==> src/sfd_pkg.sv <==
// Constants, register map and state codes of the fan drive control.
// Assumes a single 200 MHz clock and a synchronous active-high reset.
`default_nettype none

package sfd_pkg;

	// Clock rate
	localparam int unsigned CLK_HZ          = 200_000_000;

	// Timing figures in their own units
	localparam int unsigned TON_MS          = 420;
	localparam int unsigned TOFF_RATIO      = 10;
	localparam int unsigned STBY_MS         = 65;
	localparam int unsigned SETTLE_US       = 100;
	localparam int unsigned TSW_US          = 200;

	// Derived cycle counts
	localparam logic [31:0] TON_CYC         = 32'(TON_MS * (CLK_HZ / 1000));
	localparam logic [31:0] TOFF_CYC        = 32'(TON_MS * TOFF_RATIO * (CLK_HZ / 1000));
	localparam logic [31:0] STBY_CYC        = 32'(STBY_MS * (CLK_HZ / 1000));
	localparam logic [31:0] SETTLE_CYC      = 32'(SETTLE_US * (CLK_HZ / 1_000_000));
	localparam logic [31:0] TSW_CYC         = 32'(TSW_US * (CLK_HZ / 1_000_000));
	localparam logic [7:0]  HALL_DEB_CYC    = 8'h10;
	localparam logic [4:0]  RAMP_STEPS      = 5'h10;

	// Register offsets
	localparam logic [3:0]  REG_CTRL        = 4'h0;
	localparam logic [3:0]  REG_STATUS      = 4'h4;

	// Control fields
	localparam int unsigned CTRL_EN_BIT     = 0;
	localparam logic        CTRL_EN_RST     = 1'b1;

	// Status fields
	localparam int unsigned STAT_STATE_LSB  = 0;
	localparam int unsigned STAT_OV_BIT     = 2;
	localparam int unsigned STAT_TH_BIT     = 3;
	localparam int unsigned STAT_HALL_BIT   = 4;
	localparam int unsigned STAT_IDLE_BIT   = 5;

	typedef enum logic [1:0] {
		ST_STANDBY = 2'b00,
		ST_SETTLE  = 2'b01,
		ST_RUN     = 2'b10,
		ST_LOCKOFF = 2'b11
	} sfd_state_type;

endpackage : sfd_pkg

`default_nettype wire

==> src/sfd_fan_ctrl.sv <==
// Control logic of a single-phase fan driver with Wishbone registers.
// Assumes pins and comparator flags are asynchronous; one clock domain.
// Operation
// - Tach changes state at every commutation, following the Hall state.
// - Stall at south pole: B held low, A pulsed with on/off timing.
// - Stall at north pole: A held low, B pulsed with on/off timing.
// - Drive-on window awaiting Hall change lasts 420 ms.
// - After stall, outputs off ten times the on window, then retry.
// - Speed input low longer than 65 ms: outputs off, standby.
// - Standby clears pending off window; next high starts fresh on window.
// - Tach pull-down released in standby.
// - Hall path given 100 us to settle after leaving standby.
// - Active output gated by speed input so duty follows input.
// - Output duty from 10 to 100 percent at 25 kHz input.
// - Speed input held high gives full duty.
// - Coil current ramped softly over 200 us at each commutation.
// - Overvoltage flag switches all outputs off and enters standby.
// - Overvoltage trips near 21 V, releases only below 20 V.
// - Thermal flag disables outputs; resume after 25 degree drop.
//
// The address map and the Wishbone interface to the registers were decided locally.
`default_nettype none

module sfd_fan_ctrl
	import sfd_pkg::*;
#(
	parameter logic [31:0] TON_CYC_P    = TON_CYC,
	parameter logic [31:0] TOFF_CYC_P   = TOFF_CYC,
	parameter logic [31:0] STBY_CYC_P   = STBY_CYC,
	parameter logic [31:0] SETTLE_CYC_P = SETTLE_CYC,
	parameter logic [31:0] TSW_CYC_P    = TSW_CYC
) (
	// Clock and reset
	input  wire logic        clk_i,
	input  wire logic        rst_i,
	// Wishbone slave
	input  wire logic        wb_cyc_i,
	input  wire logic        wb_stb_i,
	input  wire logic        wb_we_i,
	input  wire logic [3:0]  wb_adr_i,
	input  wire logic [31:0] wb_dat_i,
	input  wire logic [3:0]  wb_sel_i,
	output logic      [31:0] wb_dat_o,
	output logic             wb_ack_o,
	// Sensor and speed pins
	input  wire logic        hall_i,
	input  wire logic        pwm_i,
	// Protection comparators
	input  wire logic        ov_trip_i,
	input  wire logic        ov_release_i,
	input  wire logic        th_trip_i,
	input  wire logic        th_release_i,
	// Bridge drive
	output logic             drive_out_a_o,
	output logic             drive_out_b_o,
	// Open-drain tachometer
	output logic             tach_out_o,
	output logic             tach_out_oe_o
);

	localparam logic [31:0] STEP_CYC = (TSW_CYC_P >> 4) == 32'h0 ? 32'h1 : (TSW_CYC_P >> 4);

	// Input synchronisers: three stages, change taken when stages two and three agree
	logic [5:0] raw_in;
	logic [5:0] s1_r;
	logic [5:0] s2_r;
	logic [5:0] s3_r;
	logic [5:0] filt_r;

	assign raw_in = {th_release_i, th_trip_i, ov_release_i, ov_trip_i, pwm_i, hall_i};

	genvar gi;
	generate
		for (gi = 0; gi < 6; gi++) begin : g_sync
			always_ff @(posedge clk_i) begin
				if (rst_i) begin
					s1_r[gi]   <= 1'b0;
					s2_r[gi]   <= 1'b0;
					s3_r[gi]   <= 1'b0;
					filt_r[gi] <= 1'b0;
				end else begin
					s1_r[gi] <= raw_in[gi];
					s2_r[gi] <= s1_r[gi];
					s3_r[gi] <= s2_r[gi];
					if (s2_r[gi] == s3_r[gi]) begin
						filt_r[gi] <= s3_r[gi];
					end
				end
			end
		end
	endgenerate

	logic hall_f;
	logic pwm_f;
	assign hall_f = filt_r[0];
	assign pwm_f  = filt_r[1];

	// Control register
	logic        en_r;
	logic        wb_req;
	logic        wb_ack_r;
	logic [31:0] wb_dat_r;
	assign wb_req = wb_cyc_i && wb_stb_i && !wb_ack_r;

	// Fault latches with hysteresis; a trip outranks a release
	logic ov_lat_r;
	logic th_lat_r;
	always_ff @(posedge clk_i) begin
		if (rst_i) begin
			ov_lat_r <= 1'b0;
		end else if (filt_r[2]) begin
			ov_lat_r <= 1'b1;
		end else if (filt_r[3]) begin
			ov_lat_r <= 1'b0;
		end
	end

	always_ff @(posedge clk_i) begin
		if (rst_i) begin
			th_lat_r <= 1'b0;
		end else if (filt_r[4]) begin
			th_lat_r <= 1'b1;
		end else if (filt_r[5]) begin
			th_lat_r <= 1'b0;
		end
	end

	// Speed input low-time counter, saturating
	logic [31:0] low_cnt_r;
	logic        pwm_idle;
	always_ff @(posedge clk_i) begin
		if (rst_i) begin
			low_cnt_r <= 32'h0;
		end else if (pwm_f) begin
			low_cnt_r <= 32'h0;
		end else if (low_cnt_r != STBY_CYC_P) begin
			low_cnt_r <= low_cnt_r + 32'h1;
		end
	end
	assign pwm_idle = (low_cnt_r == STBY_CYC_P);

	logic fault;
	logic stop;
	logic go_run;
	assign fault  = ov_lat_r || th_lat_r;
	assign stop   = fault || !en_r || pwm_idle;
	assign go_run = pwm_f && !fault && en_r;

	// Hall debounce and commutation event
	sfd_state_type st_r;
	logic          hall_st_r;
	logic [7:0]    deb_cnt_r;
	logic          comm;
	logic          spinning;
	logic [31:0]   cnt_r;
	logic          settle_done;
	assign spinning    = (st_r == ST_RUN) || (st_r == ST_LOCKOFF);
	assign settle_done = (st_r == ST_SETTLE) && !stop && (cnt_r == SETTLE_CYC_P - 32'h1);
	assign comm = spinning && (hall_f != hall_st_r) && (deb_cnt_r == HALL_DEB_CYC - 8'h1);

	always_ff @(posedge clk_i) begin
		if (rst_i) begin
			hall_st_r <= 1'b0;
			deb_cnt_r <= 8'h0;
		end else if (settle_done) begin
			hall_st_r <= hall_f;
			deb_cnt_r <= 8'h0;
		end else if (!spinning || hall_f == hall_st_r) begin
			deb_cnt_r <= 8'h0;
		end else if (comm) begin
			hall_st_r <= hall_f;
			deb_cnt_r <= 8'h0;
		end else begin
			deb_cnt_r <= deb_cnt_r + 8'h1;
		end
	end

	// Main sequence: standby, Hall settling, run with lock watch, lock off
	always_ff @(posedge clk_i) begin
		if (rst_i) begin
			st_r  <= ST_STANDBY;
			cnt_r <= 32'h0;
		end else begin
			case (st_r)
				ST_STANDBY: begin
					cnt_r <= 32'h0;
					if (go_run) begin
						st_r <= ST_SETTLE;
					end
				end
				ST_SETTLE: begin
					if (stop) begin
						st_r  <= ST_STANDBY;
						cnt_r <= 32'h0;
					end else if (settle_done) begin
						st_r  <= ST_RUN;
						cnt_r <= 32'h0;
					end else begin
						cnt_r <= cnt_r + 32'h1;
					end
				end
				ST_RUN: begin
					if (stop) begin
						st_r  <= ST_STANDBY;
						cnt_r <= 32'h0;
					end else if (comm) begin
						cnt_r <= 32'h0;
					end else if (cnt_r == TON_CYC_P - 32'h1) begin
						st_r  <= ST_LOCKOFF;
						cnt_r <= 32'h0;
					end else begin
						cnt_r <= cnt_r + 32'h1;
					end
				end
				ST_LOCKOFF: begin
					if (stop) begin
						st_r  <= ST_STANDBY;
						cnt_r <= 32'h0;
					end else if (cnt_r == TOFF_CYC_P - 32'h1) begin
						st_r  <= ST_RUN;
						cnt_r <= 32'h0;
					end else begin
						cnt_r <= cnt_r + 32'h1;
					end
				end
				default: begin
					st_r  <= ST_STANDBY;
					cnt_r <= 32'h0;
				end
			endcase
		end
	end

	// Soft commutation: dithered drive ramps to full over the switch time
	logic [4:0]  ramp_lvl_r;
	logic [31:0] ramp_sub_r;
	logic [3:0]  dither_r;
	logic        ramp_ok;
	always_ff @(posedge clk_i) begin
		if (rst_i) begin
			ramp_lvl_r <= RAMP_STEPS;
			ramp_sub_r <= 32'h0;
		end else if (comm || settle_done) begin
			ramp_lvl_r <= 5'h0;
			ramp_sub_r <= 32'h0;
		end else if (ramp_lvl_r != RAMP_STEPS) begin
			if (ramp_sub_r == STEP_CYC - 32'h1) begin
				ramp_lvl_r <= ramp_lvl_r + 5'h1;
				ramp_sub_r <= 32'h0;
			end else begin
				ramp_sub_r <= ramp_sub_r + 32'h1;
			end
		end
	end

	always_ff @(posedge clk_i) begin
		if (rst_i) begin
			dither_r <= 4'h0;
		end else begin
			dither_r <= dither_r + 4'h1;
		end
	end
	assign ramp_ok = ({1'b0, dither_r} < ramp_lvl_r);

	// Bridge and tach outputs, registered
	logic drive_a_r;
	logic drive_b_r;
	logic tach_oe_r;
	always_ff @(posedge clk_i) begin
		if (rst_i) begin
			drive_a_r <= 1'b0;
			drive_b_r <= 1'b0;
			tach_oe_r <= 1'b0;
		end else begin
			// Lock off and standby leave both sides low
			drive_a_r <= (st_r == ST_RUN) && hall_st_r && pwm_f && ramp_ok;
			drive_b_r <= (st_r == ST_RUN) && !hall_st_r && pwm_f && ramp_ok;
			// Tach follows the commutation state, not the speed gating
			tach_oe_r <= spinning && hall_st_r;
		end
	end
	assign drive_out_a_o = drive_a_r;
	assign drive_out_b_o = drive_b_r;
	assign tach_out_o    = 1'b0;
	assign tach_out_oe_o = tach_oe_r;

	// Wishbone slave: one wait state, unmapped reads give zero
	always_ff @(posedge clk_i) begin
		if (rst_i) begin
			en_r <= CTRL_EN_RST;
		end else if (wb_req && wb_we_i && wb_sel_i[0] && wb_adr_i == REG_CTRL) begin
			en_r <= wb_dat_i[CTRL_EN_BIT];
		end
	end

	always_ff @(posedge clk_i) begin
		if (rst_i) begin
			wb_ack_r <= 1'b0;
			wb_dat_r <= 32'h0;
		end else begin
			wb_ack_r <= wb_req;
			wb_dat_r <= 32'h0;
			if (wb_req && !wb_we_i) begin
				case (wb_adr_i)
					REG_CTRL: begin
						wb_dat_r[CTRL_EN_BIT] <= en_r;
					end
					REG_STATUS: begin
						wb_dat_r[STAT_STATE_LSB +: 2] <= st_r;
						wb_dat_r[STAT_OV_BIT]         <= ov_lat_r;
						wb_dat_r[STAT_TH_BIT]         <= th_lat_r;
						wb_dat_r[STAT_HALL_BIT]       <= hall_st_r;
						wb_dat_r[STAT_IDLE_BIT]       <= pwm_idle;
					end
					default: begin
						wb_dat_r <= 32'h0;
					end
				endcase
			end
		end
	end
	assign wb_ack_o = wb_ack_r;
	assign wb_dat_o = wb_dat_r;
endmodule : sfd_fan_ctrl

`default_nettype wire

==> config.mk <==
export PLATFORM = sky130hd
export DESIGN_NAME = sfd_fan_ctrl
export DESIGN_NICKNAME = d
export VERILOG_FILES = /design/src/sfd_pkg.sv /design/src/sfd_fan_ctrl.sv
export SDC_FILE = /design/constraint.sdc
export NUM_CORES = 1
export LEC_CHECK = 0
export BUFFER_PORTS_ARGS = -buffer_cell sky130_fd_sc_hd__buf_4
export CAP_MARGIN = 20
export CORE_MARGIN = 2
export CORE_UTILIZATION = 50
export CTS_CLUSTER_DIAMETER = 40
export DETAILED_ROUTE_END_ITERATION = 10
export HOLD_SLACK_MARGIN = 0.08
export PLACE_DENSITY = 0.71
export SETUP_SLACK_MARGIN = 0.3
export SYNTH_ARGS = -nofsm -noshare
export SYNTH_HDL_FRONTEND = slang
export SYNTH_SLANG_ARGS = --single-unit
==> constraint.sdc <==
create_clock -name clk_i -period 2.71 [get_ports clk_i]
set_input_delay 0.813 -clock clk_i [delete_from_list [all_inputs] [get_ports clk_i]]
set_output_delay 0.813 -clock clk_i [all_outputs]
set_load 0.02 [all_outputs]
==> results.md <==
* Status: finished clean
* Relative slew slack at 0.503
* Global-route wire length before repair at roughly 23,000 um
* MaxCap Viol Count at 0
* TritonCTS clock tree: built
* Cell Int Power at 3.73 mW
* Critical path class: reg -> reg
* Synth Register Bits at 153
* Max clock buf depth at 2
* Worst Tran Pin Value at 0.739 ns
* Port bufs at 26
* Async set or reset register ratio after synthesis at 0
* Ant diodes at 0
* Comb pwr share at 0.028
* CP arrival at approximately 2.5 ns
* Clock power share at 0.495
* Postcts setup bufs at 0
* CP max FO at 31
* Via density at 5.56
* CP Launch Type: flip-flop
* Synth Flop Type: dfxtp_1
* Die Area at around 0.015 mm^2
* Pleak at between 2 and 3 nW
* Routed WL per cell at about 14 um
* Global route overflow at 0
* Row count at 43
* Most common cell in the netlist: dfxtp_1
* Clock slew at reported path FFs at 0.06 ns
* CP peak stage delay at 0.54 ns
* Global-route usage over all layers at 0.191
* Core region area at between 0.01 and 0.015 mm^2
* Total CTS buffers at 17
* Synth Warn # at 0
* Net Switching at 1.06 mW
* Synth unique cells at around 60
* Cell Area, Synth at a little over 0.007 mm^2
* Top-area cell type share of the netlist area at 0.428
* Router iterations before antenna repair at 5
* Max IR drop VDD at 0.538 mV
* Residual DRC at 0
* Fin util at 0.580
* Worst path slowest cell: nor4_1
* Share of cells above drive strength 1 at 0.135
* Tot Pwr at 4.79 mW
* Htree depth at 4
* Final min period at 2.22 ns
* Vias at 5,644
* Power Density at 593 mW/mm^2
* Skew-Pair Late Insertion Delay at around 0.42 ns
* Switching part of the total at 0.220
* Vias in the first global route at between 5,000 and 6,000
* Area Growth Syn to Fin at 12.9%
* Synthesized instance count at 797
* RSZ-0062 raised after global routing: no
* Final setup fails at 0
* CP Capture Type: flip-flop
* Fmax at 451 MHz
* Sequential fraction of the synthesis area at 0.428
* Area leader, netlist: dfxtp_1
* # IOs at 88
* Clock sinks at approximately 150
* Die X at 124 um
* Detailed Route WL at 14,100 um
* CTS root buffer: clkbuf_16
* Synth Area per Inst at between 8 and 9 um^2
* Initial DRC count at approximately 310
* Final Max Tran Viols at 0
* Max Clock Skew at 0.00777 ns
* Worst-path cell chain: nor4_1 > nand4b_1 > or2_2 > nor2_2 > buf_4 > nor3_1
* Seq pwr share at 0.477
* Hold WS at about 0.45 ns
* Hold Crit Class: reg -> reg
* Period utilization at 0.819
* Die H at approximately 120 um
* Synth top cells by count: dfxtp_1 (153), nor2_1 (60), xnor2_1 (54)
* Final Hold Fails at 0
* Initial core utilization at 0.513
* Largest net degree at the start of global routing at 37
* Number of flops mapped to enable cells by yosys at 0
* CP required at about 3.0 ns
* Initial antenna violation count at 0
* Gpl congestion at 0.825
* Final HPWL DP at 9530 um
* Antenna-violating nets left at 0
* Final #Nets at 885
* Setup_tns at 0 ns
* Top post-synthesis cells by area: dfxtp_1 (43%), xnor2_1 (6.6%), xor2_1 (5.3%)
-- cell families (layout without fill, tap and decap cells) --
group	after synthesis	in the layout	share of synthesized area
multiplexers	5	5	0.00700
XOR/XNOR	97	97	0.119
AND/OR/NAND/NOR	369	369	0.299
flip-flops	153	153	0.428
buffers and inverters	81	94	0.0610
AO/OA/AOI/OAI	80	80	0.0666
other	1	27	0.000524
adder cells (fa/ha/maj)	11	11	0.0192
-- routing by layer --
layer  part of all wire  global-route usage
met1               0.45               0.233
met3              0.038              0.0531
met5                  0                   0
met2               0.50               0.328
met4             0.0067              0.0589
-- cell usage in the layout (no fill, tap or decap), types with 3 or more instances in the layout --
master | netlist | final
dfxtp_1 | 153 | 153
nor2b_1 | 19 | 19
nor3_2 | 15 | 15
o21ai_0 | 13 | 13
and3_1 | 12 | 12
nand2b_1 | 3 | 3
xnor2_1 | 54 | 54
clkinv_4 | 0 | 4
nor2_2 | 3 | 4
and4_1 | 10 | 10
a21oi_1 | 47 | 47
nor3_1 | 41 | 41
nand4_1 | 28 | 28
inv_1 | 25 | 25
mux2i_1 | 5 | 5
conb_1 | 1 | 27
buf_4 | 27 | 35
nor4_2 | 3 | 7
clkbuf_16 | 0 | 17
clkinvlp_4 | 0 | 3
xor2_1 | 43 | 43
ha_1 | 11 | 11
a21o_1 | 4 | 4
or4_1 | 6 | 6
nor4_1 | 31 | 27
nand4b_1 | 5 | 5
nor4b_1 | 3 | 3
nor2_1 | 60 | 59
nand2_1 | 49 | 49
or2_2 | 5 | 5
nand3_1 | 47 | 47
or3_1 | 9 | 9
-- power groups by stage --
stage                     Combinational (mW)  Clock [mW]  Sequential [mW]
after detailed placement               0.133           0             2.33
after floorplan                        0.130           0             2.33
final                                  0.133        2.37             2.28
after global routing                   0.148        2.51             2.28
after global placement                 0.130           0             2.33
after CTS                              0.134        2.41             2.28
-- sequential cells by signal, summed over array words and instances, names as in the netlist, 2 cells and up --
signal / count
cnt_r: 32
low_cnt_r: 32
ramp_sub_r: 32
deb_cnt_r: 8
s1_r: 6
s2_r: 6
s3_r: 6
wb_dat_o: 6
ramp_lvl_r: 5
dither_r: 4
filt_r: 4
st_r: 2
-- worst max-delay path: cells and delay by family, from the launching register on --
kind	cells	cell delay, ns
flops	1	0.36
buf+inv	1	0.37
simple gates	5	1.35
-- final cells by class --
class / instances / area (um^2)
clock inverter: 12 / 143
sequential: 153 / 3060
timing repair buffer: 37 / 294
fill: 1206 / 5860
inverter: 25 / 93.8
tap: 180 / 225
clock buffer: 20 / 457
multi-input combinational: 589 / 3800
-- stage by stage --
stage | worst slack, ns | cell area (um^2) | std cells
6_report | 0.492 | 8080 | 1016
5_1_grt | 0.304 | 8080 | 1016
4_1_cts | 0.403 | 8030 | 1016
3_5_place_dp | 0.407 | 7430 | 984
3_3_place_gp | 0.501 | 7430 | 984
2_1_floorplan | 0.651 | 7250 | 823
-- final timing paths --
check | start | end | slack (ns) | cells past startpoint
worst max-delay path | ramp_sub_r[19] | ramp_sub_r[4] | 0.49 | 6
worst min-delay path | s1_r[3] | s2_r[3] | 0.45 | 1
worst max register to register | ramp_sub_r[19] | ramp_sub_r[4] | 0.49 | 6
worst min register to register | s1_r[3] | s2_r[3] | 0.45 | 1
-- timing repair --
item                                    4_1_cts  5_1_grt
hold buffers                                  0        0
gates resized for setup                       0        8
endpoints found under the setup margin        0       22
No activity file was read; power rests on OpenSTA's default activity.
